**src/common/wdrs_cfg.svh**
```systemverilog
// Constants of the watchdog and reset-source block: register offsets,
// field positions, reset values and timing counts.
// Assumes a 100 MHz CPU clock; one half-clock period is half a cycle.
`ifndef WDRS_CFG_SVH
`define WDRS_CFG_SVH

// Register byte offsets
`define WDRS_OFS_CTRL 6'h00
`define WDRS_OFS_CMD 6'h04
`define WDRS_OFS_COUNT 6'h08
`define WDRS_OFS_SYSCFG 6'h0C
`define WDRS_OFS_IRQ_STAT 6'h10
`define WDRS_OFS_IRQ_MASK 6'h14

// Control register fields
`define WDRS_CTRL_PSCL_BIT 0
`define WDRS_CTRL_FLAG_LSB 1
`define WDRS_CTRL_RELOAD_LSB 8

// Command register bits
`define WDRS_CMD_SERVICE 0
`define WDRS_CMD_DISABLE 1
`define WDRS_CMD_END_INIT 2
`define WDRS_CMD_SW_RESET 3

// Interrupt event bits
`define WDRS_EV_OVERFLOW 0
`define WDRS_EV_SOFTWARE 1
`define WDRS_EV_HARDWARE 2

// Reset values and counter maximum
`define WDRS_RELOAD_RST 8'h00
`define WDRS_COUNT_RST 16'h0000
`define WDRS_COUNT_MAX 16'hFFFF

// Prescaler divisors
`define WDRS_DIV_LOW 2
`define WDRS_DIV_HIGH 128

// Timing: clock rate and figures in half-clock periods or ns
`define WDRS_CLK_MHZ 100
`define WDRS_PRE_TCL 12
`define WDRS_SEQ_TCL 1024
`define WDRS_SMP_TCL 8
`define WDRS_PRE_CYC ((`WDRS_PRE_TCL + 1) / 2)
`define WDRS_SEQ_CYC ((`WDRS_SEQ_TCL + 1) / 2)
`define WDRS_SMP_CYC ((`WDRS_SMP_TCL + 1) / 2)
`define WDRS_FILT_NS 500
`define WDRS_FILT_CYC ((`WDRS_FILT_NS * `WDRS_CLK_MHZ) / 1000)

`endif

```
**src/common/wdrs_pkg.sv**
```systemverilog
// Types of the watchdog and reset-source block.
// Assumes wdrs_cfg.svh supplies all numeric constants.
package wdrs_pkg;

    typedef enum logic [2:0] {
        ST_RUN,
        ST_PRE,
        ST_SEQ,
        ST_SAMPLE,
        ST_HOLD,
        ST_ASYNC
    } wdrs_state_t;

    typedef enum logic [1:0] {
        CAUSE_HW,
        CAUSE_WDT,
        CAUSE_SW
    } wdrs_cause_t;

    // Reset-source flags, high bit first in the control register
    typedef struct packed {
        logic power_on_flag;
        logic long_hardware_flag;
        logic short_hardware_flag;
        logic watchdog_overflow_flag;
        logic software_flag;
    } wdrs_flags_t;

    typedef struct packed {
        logic s1;
        logic s2;
        logic [5:0] cnt;
        logic low;
    } wdrs_filt_t;

    typedef struct packed {
        wdrs_state_t state;
        wdrs_cause_t cause;
        logic [9:0] seq_cnt;
        logic [6:0] pscl;
        logic [15:0] count;
        logic [7:0] reload;
        logic pscl_sel;
        logic running;
        logic init_done;
        wdrs_flags_t flags;
        logic bidir_en;
        logic [2:0] irq_stat;
        logic [2:0] irq_mask;
        logic ap_valid;
        logic ap_write;
        logic [5:0] ap_addr;
        logic [31:0] hrdata;
        logic mode_s1;
        logic mode_s2;
    } wdrs_core_t;

endpackage

```
**src/verilog/wdrs_rst_filter.sv**
```systemverilog
// Reset-input filter: synchroniser and low-pulse width qualifier.
// Assumes the raw pin is asynchronous to clk.
`timescale 1ns/100ps
`include "wdrs_cfg.svh"

module wdrs_rst_filter (
    // Clock and reset
    input wire logic clk,
    input wire logic sys_rst,
    // Raw pin, active low
    input wire logic pin_n,
    // Qualified low level
    output logic low
);

    wdrs_pkg::wdrs_filt_t r_reg;
    wdrs_pkg::wdrs_filt_t r_next;

    localparam logic [5:0] FILT_LAST = 6'(`WDRS_FILT_CYC - 1);

    // Low must persist the full window; spikes restart the count
    always_comb begin
        r_next = r_reg;
        r_next.s1 = pin_n;
        r_next.s2 = r_reg.s1;
        if (r_reg.s2) begin
            r_next.cnt = 6'h00;
            r_next.low = 1'b0;
        end else if (r_reg.cnt == FILT_LAST) begin
            r_next.low = 1'b1;
        end else begin
            r_next.cnt = r_reg.cnt + 6'h01;
        end
    end

    // State register
    always_ff @(posedge clk) begin
        if (sys_rst) begin
            r_reg <= '{s1: 1'b1, s2: 1'b1, cnt: 6'h00, low: 1'b0};
        end else begin
            r_reg <= r_next;
        end
    end

    assign low = r_reg.low;

endmodule

```
**src/verilog/wdrs_core.sv**
```systemverilog
// Watchdog timer and reset-source logic with an AHB-Lite register slave.
// Assumes one 100 MHz clock, word-only single transfers, and that
// reset_input_pin and reset_mode_pin are asynchronous pins.
//
// The AHB-Lite register port and the register offsets are this design's own decisions.
`timescale 1ns/100ps
`include "wdrs_cfg.svh"

module wdrs_core (
    // Clock and reset
    input wire logic clk,
    input wire logic sys_rst,
    // AHB-Lite slave
    input wire logic hsel,
    input wire logic [31:0] haddr,
    input wire logic [1:0] htrans,
    input wire logic hwrite,
    input wire logic [2:0] hsize,
    input wire logic [31:0] hwdata,
    input wire logic hready,
    output logic hreadyout,
    output logic hresp,
    output logic [31:0] hrdata,
    // Reset pins
    input wire logic reset_input_pin_n_in,
    output logic reset_input_pin_n_out,
    output logic reset_input_pin_n_oe,
    input wire logic reset_mode_pin,
    output logic reset_output_pin_n,
    // Internal reset and interrupt
    output logic core_reset,
    output logic irq
);

    wdrs_pkg::wdrs_core_t r_reg;
    wdrs_pkg::wdrs_core_t r_next;

    logic pin_low;
    logic take;
    logic wr;
    logic tick;
    logic ovf;
    logic [2:0] ev;
    logic [2:0] stat_clr;
    logic [6:0] pscl_last;

    localparam logic [9:0] PRE_LAST = 10'(`WDRS_PRE_CYC - 1);
    localparam logic [9:0] SEQ_LAST = 10'(`WDRS_SEQ_CYC - 1);
    localparam logic [9:0] SMP_LAST = 10'(`WDRS_SMP_CYC - 1);
    localparam logic [6:0] DIV_LOW_LAST = 7'(`WDRS_DIV_LOW - 1);
    localparam logic [6:0] DIV_HIGH_LAST = 7'(`WDRS_DIV_HIGH - 1);

    // Register decode shared by read and write paths
    function automatic logic is_reg(input logic [5:0] a,
                                    input logic [5:0] ofs);
        is_reg = (a[5:2] == ofs[5:2]);
    endfunction

    // Read data for a word address
    function automatic logic [31:0] rd_word(
        input wdrs_pkg::wdrs_core_t s, input logic [5:0] a);
        rd_word = 32'h0000_0000;
        if (is_reg(a, `WDRS_OFS_CTRL)) begin
            rd_word[`WDRS_CTRL_PSCL_BIT] = s.pscl_sel;
            rd_word[`WDRS_CTRL_FLAG_LSB +: 5] = s.flags;
            rd_word[`WDRS_CTRL_RELOAD_LSB +: 8] = s.reload;
        end else if (is_reg(a, `WDRS_OFS_COUNT)) begin
            rd_word[15:0] = s.count;
            rd_word[16] = s.running;
            rd_word[17] = s.init_done;
        end else if (is_reg(a, `WDRS_OFS_SYSCFG)) begin
            rd_word[0] = s.bidir_en;
        end else if (is_reg(a, `WDRS_OFS_IRQ_STAT)) begin
            rd_word[2:0] = s.irq_stat;
        end else if (is_reg(a, `WDRS_OFS_IRQ_MASK)) begin
            rd_word[2:0] = s.irq_mask;
        end
    endfunction

    // Reset-input filter
    wdrs_rst_filter u_filter (
        .clk(clk),
        .sys_rst(sys_rst),
        .pin_n(reset_input_pin_n_in),
        .low(pin_low)
    );

    // Bus handshake and watchdog tick
    always_comb begin
        take = hsel && htrans[1] && hready;
        wr = r_reg.ap_valid && r_reg.ap_write &&
             (r_reg.state == wdrs_pkg::ST_RUN);
        pscl_last = r_reg.pscl_sel ? DIV_HIGH_LAST : DIV_LOW_LAST;
        tick = r_reg.running && (r_reg.state == wdrs_pkg::ST_RUN) &&
               (r_reg.pscl == pscl_last);
        ovf = tick && (r_reg.count == `WDRS_COUNT_MAX);
    end

    // Next state of the whole block
    always_comb begin
        r_next = r_reg;
        ev = 3'b000;
        stat_clr = 3'b000;

        // Mode pin synchroniser
        r_next.mode_s1 = reset_mode_pin;
        r_next.mode_s2 = r_reg.mode_s1;

        // Address phase capture; read data prepared now for zero wait
        r_next.ap_valid = take;
        r_next.ap_write = hwrite;
        r_next.ap_addr = haddr[5:0];
        if (take && !hwrite) begin
            r_next.hrdata = rd_word(r_reg, haddr[5:0]);
            if (is_reg(haddr[5:0], `WDRS_OFS_IRQ_STAT)) begin
                stat_clr = r_reg.irq_stat;
            end
        end

        unique case (r_reg.state)
            wdrs_pkg::ST_RUN: begin
                // Prescaler and up-counter
                if (r_reg.running) begin
                    r_next.pscl = tick ? 7'h00 : r_reg.pscl + 7'h01;
                    if (tick) begin
                        r_next.count = r_reg.count + 16'h0001;
                    end
                end

                // Register writes from the data phase
                if (wr && is_reg(r_reg.ap_addr, `WDRS_OFS_CTRL)) begin
                    r_next.pscl_sel = hwdata[`WDRS_CTRL_PSCL_BIT];
                    r_next.reload = hwdata[`WDRS_CTRL_RELOAD_LSB +: 8];
                end
                if (wr && is_reg(r_reg.ap_addr, `WDRS_OFS_SYSCFG)) begin
                    r_next.bidir_en = hwdata[0];
                end
                if (wr && is_reg(r_reg.ap_addr, `WDRS_OFS_IRQ_MASK)) begin
                    r_next.irq_mask = hwdata[2:0];
                end
                if (wr && is_reg(r_reg.ap_addr, `WDRS_OFS_CMD)) begin
                    // Service restarts the period from the reload value
                    if (hwdata[`WDRS_CMD_SERVICE]) begin
                        r_next.count = {r_reg.reload, 8'h00};
                        r_next.pscl = 7'h00;
                    end
                    // Disable is locked once initialisation has ended
                    if (hwdata[`WDRS_CMD_DISABLE] && !r_reg.init_done) begin
                        r_next.running = 1'b0;
                    end
                    if (hwdata[`WDRS_CMD_END_INIT]) begin
                        r_next.init_done = 1'b1;
                        r_next.flags = '0;
                    end
                end

                // Reset sources, pin first since it may be a power fault
                if (pin_low && !r_reg.mode_s2) begin
                    r_next.state = wdrs_pkg::ST_ASYNC;
                    ev[`WDRS_EV_HARDWARE] = 1'b1;
                end else if (pin_low) begin
                    r_next.state = wdrs_pkg::ST_PRE;
                    r_next.cause = wdrs_pkg::CAUSE_HW;
                    ev[`WDRS_EV_HARDWARE] = 1'b1;
                end else if (ovf) begin
                    r_next.state = wdrs_pkg::ST_PRE;
                    r_next.cause = wdrs_pkg::CAUSE_WDT;
                    r_next.flags.watchdog_overflow_flag = 1'b1;
                    ev[`WDRS_EV_OVERFLOW] = 1'b1;
                end else if (wr && is_reg(r_reg.ap_addr, `WDRS_OFS_CMD) &&
                             hwdata[`WDRS_CMD_SW_RESET]) begin
                    r_next.state = wdrs_pkg::ST_PRE;
                    r_next.cause = wdrs_pkg::CAUSE_SW;
                    r_next.flags.software_flag = 1'b1;
                    ev[`WDRS_EV_SOFTWARE] = 1'b1;
                end
                r_next.seq_cnt = 10'h000;
            end

            // Pending reads are allowed to finish; writes are no longer taken
            wdrs_pkg::ST_PRE: begin
                r_next.seq_cnt = r_reg.seq_cnt + 10'h001;
                if (r_reg.seq_cnt == PRE_LAST) begin
                    r_next.state = wdrs_pkg::ST_SEQ;
                    r_next.seq_cnt = 10'h000;
                end
            end

            // Internal reset sequence
            wdrs_pkg::ST_SEQ: begin
                r_next.seq_cnt = r_reg.seq_cnt + 10'h001;
                if (r_reg.seq_cnt == SEQ_LAST) begin
                    r_next.state = wdrs_pkg::ST_SAMPLE;
                    r_next.seq_cnt = 10'h000;
                end
            end

            // Filtered pin sampled at the end of the extra window
            wdrs_pkg::ST_SAMPLE: begin
                r_next.seq_cnt = r_reg.seq_cnt + 10'h001;
                if (r_reg.seq_cnt == SMP_LAST) begin
                    r_next.state = wdrs_pkg::ST_HOLD;
                    r_next.bidir_en = 1'b0;
                    if (r_reg.cause == wdrs_pkg::CAUSE_HW) begin
                        r_next.flags.short_hardware_flag = 1'b1;
                        if (pin_low) begin
                            r_next.flags.long_hardware_flag = 1'b1;
                        end
                    end
                end
            end

            // Stay in reset while the pin is still held low
            wdrs_pkg::ST_HOLD: begin
                if (!pin_low) begin
                    r_next.state = wdrs_pkg::ST_RUN;
                end
            end

            // Asynchronous reset follows the pin directly
            wdrs_pkg::ST_ASYNC: begin
                r_next.bidir_en = 1'b0;
                if (!pin_low) begin
                    r_next.state = wdrs_pkg::ST_RUN;
                end
            end
        endcase

        // Leaving reset always restarts a running watchdog
        if (r_reg.state != wdrs_pkg::ST_RUN &&
            r_next.state == wdrs_pkg::ST_RUN) begin
            r_next.running = 1'b1;
            r_next.init_done = 1'b0;
            r_next.count = `WDRS_COUNT_RST;
            r_next.pscl = 7'h00;
            r_next.reload = `WDRS_RELOAD_RST;
            r_next.pscl_sel = 1'b0;
        end

        // Sticky events; a new event beats a read clear
        r_next.irq_stat = (r_reg.irq_stat & ~stat_clr) | ev;
    end

    // State register; power-on marks its own flag
    always_ff @(posedge clk) begin
        if (sys_rst) begin
            r_reg <= '{
                state: wdrs_pkg::ST_RUN,
                cause: wdrs_pkg::CAUSE_HW,
                seq_cnt: 10'h000,
                pscl: 7'h00,
                count: `WDRS_COUNT_RST,
                reload: `WDRS_RELOAD_RST,
                pscl_sel: 1'b0,
                running: 1'b1,
                init_done: 1'b0,
                flags: 5'h10,
                bidir_en: 1'b0,
                irq_stat: 3'h0,
                irq_mask: 3'h0,
                ap_valid: 1'b0,
                ap_write: 1'b0,
                ap_addr: 6'h00,
                hrdata: 32'h0000_0000,
                mode_s1: 1'b0,
                mode_s2: 1'b0
            };
        end else begin
            r_reg <= r_next;
        end
    end

    // Bus answers: always ready, always OKAY
    assign hreadyout = 1'b1;
    assign hresp = 1'b0;
    assign hrdata = r_reg.hrdata;

    // Reset outputs follow the sequencer state
    assign core_reset = (r_reg.state != wdrs_pkg::ST_RUN);
    assign reset_output_pin_n = (r_reg.state == wdrs_pkg::ST_RUN);

    // Pull the reset input low on internal resets, unless mode pin is low
    assign reset_input_pin_n_out = 1'b0;
    assign reset_input_pin_n_oe = r_reg.bidir_en && r_reg.mode_s2 &&
        (r_reg.cause != wdrs_pkg::CAUSE_HW) &&
        (r_reg.state == wdrs_pkg::ST_PRE ||
         r_reg.state == wdrs_pkg::ST_SEQ ||
         r_reg.state == wdrs_pkg::ST_SAMPLE);

    // Level interrupt from unmasked sticky events
    assign irq = |(r_reg.irq_stat & r_reg.irq_mask);

endmodule

```
**config.mk**
```make
export PLATFORM = sky130hd
export DESIGN_NAME = wdrs_core
export DESIGN_NICKNAME = d
export VERILOG_FILES = /design/src/common/wdrs_pkg.sv /design/src/verilog/wdrs_rst_filter.sv /design/src/verilog/wdrs_core.sv
export VERILOG_INCLUDE_DIRS = /design/src /design/src/common
export SDC_FILE = /design/constraint.sdc
export NUM_CORES = 1
export LEC_CHECK = 0
export BUFFER_PORTS_ARGS = -buffer_cell sky130_fd_sc_hd__buf_2
export CAP_MARGIN = 20
export CORE_UTILIZATION = 39
export CTS_BUF_LIST = sky130_fd_sc_hd__clkbuf_8 sky130_fd_sc_hd__clkbuf_16
export CTS_CLUSTER_SIZE = 28
export DETAILED_ROUTE_END_ITERATION = 8
export HOLD_SLACK_MARGIN = 0.02
export MAX_ROUTING_LAYER = met4
export SYNTH_ARGS = -nofsm -noshare
export SYNTH_HDL_FRONTEND = slang
export SYNTH_SLANG_ARGS = --single-unit
export TNS_END_PERCENT = 30
```
**constraint.sdc**
```tcl
create_clock -name clk -period 2.7 [get_ports clk]
set_input_delay 0.135 -clock clk [delete_from_list [all_inputs] [get_ports clk]]
set_output_delay 0.135 -clock clk [all_outputs]
set_load 0.1 [all_outputs]
```
==> impl_metrics.tcl <==
set metrics [dict create \
    period_needed_ps 2550 \
    critPathRequiredTime_ps 2950 \
    violations "DRC" \
    clkTransAtPathRegs_ps 60 \
    avgViaCountPerCell 5.62 \
    status "finished with violations" \
    rsz0062_at_grt "false" \
    fin_worst_skew_ps 4.70 \
    grt_max_degree 41 \
    async_flop_share_pct 0 \
    synth_seq_area_share_pct 40.8 \
    antennaDiodeCount 0 \
    cts-htree-levels 3 \
    die_y_um 112 \
    grt_overflow 0 \
    vias 4071 \
    final.period_utilization_pct 94.3 \
    nets 661 \
    drive_gt1_share_pct 17.2 \
    netlist_area_mm2 0.00471 \
    cp-end-kind "flop" \
    hold_viol 0 \
    fill_cells 1126 \
    grt_usage_pct 19.3 \
    yosysTopAreaCell "dfxtp_1" \
    powerDensity_mw_per_mm2 653 \
    ys_warn_count 0 \
    cpPeakStageDelay_ps 540 \
    drv_cap 0 \
    syn2layout_area_growth_pct 12.7 \
    p_leak_nw 2.04 \
    drc 2 \
    yosysMostFrequentCell "dfxtp_1" \
    hpwl_um 7720 \
    core-area_mm2 0.0116 \
    path_buf_inv 1 \
    synth_edf_count 0 \
    syn_area_per_cell_um2 8.57 \
    synthFlopType "dfxtp_1" \
    synth_common_cells "dfxtp_1, nor2_1, nand2_1" \
    cts_sinks 96 \
    clk-insertion-delay-late_ps 340 \
    root_buffer "clkbuf_16" \
    portBuffers 45 \
    ys_types 63 \
    crit_family "simple AND/OR/NAND/NOR gates" \
    drt_iter0_markers 211 \
    grt_pass1_wl_um 18800 \
    start_util_pct 40.6 \
    cts_made_buffers 9 \
    worst_slew_pin_slew_ps 890 \
    setup_tns_ps 0 \
    max-slew-margin-rel_pct 40.4 \
    gp_congestion 0.847 \
    routed_wl_um 11100 \
    ios 115 \
    critical-path-slowest-cell "or4_1" \
    cp_cell_sequence "or3_1 -> or4_1 -> a211o_1 -> a22oi_2 -> a311oi_4 -> buf_12 -> nor4_1" \
    path_max_fanout 34 \
    clock.fmax_ghz 0.393 \
    fp.dieW_um 112 \
    setup_violations 0 \
    final_core_util_pct 45.7 \
    wl_per_cell_um 15.3 \
    hp-class "input port to flop" \
    drt_first_pass_iters 7 \
    peakVddDrop_uv 392 \
    clock_path_buffers 2 \
    ctsResizeCount 0 \
    crit_arrival_ps 2800 \
    ys_top_cells_by_area "dfxtp_1, buf_4, nor2_1" \
    grt_pass1_vias 3741 \
    drv_slew 0 \
    crit_path_start_kind "flop" \
    path_class "flop to flop" \
    tritoncts "done" \
    rows 39 \
    cts_hold_buf 6 \
    largest_reg_flops 68 \
    synthCells 550 \
    synth_seq_cells 96 \
    netlist.area_leader.share_pct 40.8 \
    antenna_left 0 \
    antenna_found_initial 0 \
    cts_setup_buffers 0 \
    die_area_mm2 0.0125 \
]
-- per-stage QoR --
step	cell area, µm²	worst slack [ps]	std cells	hold slack (ps)	power (mW)
after floorplan	4780	89.7	565	239	2.01
after global placement	4940	185	705	317	2.13
after detailed placement	4940	144	705	320	2.14
after CTS	5310	156	725	24.5	3.49
after global routing	5310	56.8	725	33.0	3.61
final	5310	154	725	29.7	3.47
-- routing by layer --
| layer | track usage, % | vias to the layer above | wire length, µm |
|---|---|---|---|
| li1 | - | 2000 | - |
| met1 | 25.2 | 1950 | 5310 |
| met2 | 29.8 | 108 | 5170 |
| met3 | 3.10 | 13 | 428 |
| met4 | 7.57 | 0 | 195 |
| met5 | - | - | 0 |
-- path summary, 6_finish.rpt --
path / start / endpoint / slack [ps] / cells past startpoint
worst max register to register: r_reg[101]$_SDFF_PP0_ / r_reg[83]$_SDFFE_PP0P_ / 150 / 7
worst min-delay path: hwdata[14] / r_reg[63]$_SDFFE_PP0P_ / 30 / 3
worst max-delay path: r_reg[101]$_SDFF_PP0_ / r_reg[83]$_SDFFE_PP0P_ / 150 / 7
worst min register to register: u_filter.r_next[7]$_SDFF_PP1_ / u_filter.r_reg[7]$_SDFF_PP1_ / 420 / 1
-- worst reg2reg max path, cell delays in order, from the launching register on --
cell and delay [ps]:
dfxtp_1 300, or3_1 460, or4_1 540, a211o_1 360, a22oi_2 250, a311oi_4 80, buf_12 200, nor4_1 250
-- power breakdown --
| group | switching, mW | total, mW | internal (mW) |
|---|---|---|---|
| logic | 0.437 | 0.623 | 0.186 |
| registers | 0.0380 | 1.49 | 1.46 |
| clock network | 0.527 | 1.35 | 0.823 |
-- placed cells by master, fill, tap and decap left out, drive strengths merged, types with 16 or more instances in the layout --
cell,synthesis,final
a21oi,26,26
a31oi,19,19
buf,40,63
conb,2,17
dfxtp,96,96
mux2i,16,16
nand2,48,48
nand3,23,23
nor2,60,60
nor3,19,19
o21ai,16,16
-- logic make-up after synthesis --
| logic type | Yosys count | synth area share (%) |
|---|---|---|
| other | 2 | 0.159 |
| AOI/OAI and AO/OA | 109 | 16.3 |
| muxes | 17 | 3.64 |
| xor gates and xnor gates | 16 | 2.97 |
| DFF | 96 | 40.8 |
| adders and majority gates | 6 | 1.59 |
| and+or+nand+nor | 227 | 25.3 |
| buffers and inverters | 77 | 9.21 |
-- area by class of cell --
class / instances / area [µm²] / area share, %
inverter: 11 / 41.3 / 0.778
multi-input combinational: 392 / 2420 / 45.7
timing repair buffer: 69 / 433 / 8.15
clock inverter: 4 / 71.3 / 1.34
sequential: 96 / 1920 / 36.2
clock buffer: 10 / 239 / 4.50
tap: 143 / 179 / 3.37
No activity file was read; power rests on OpenSTA's default activity.
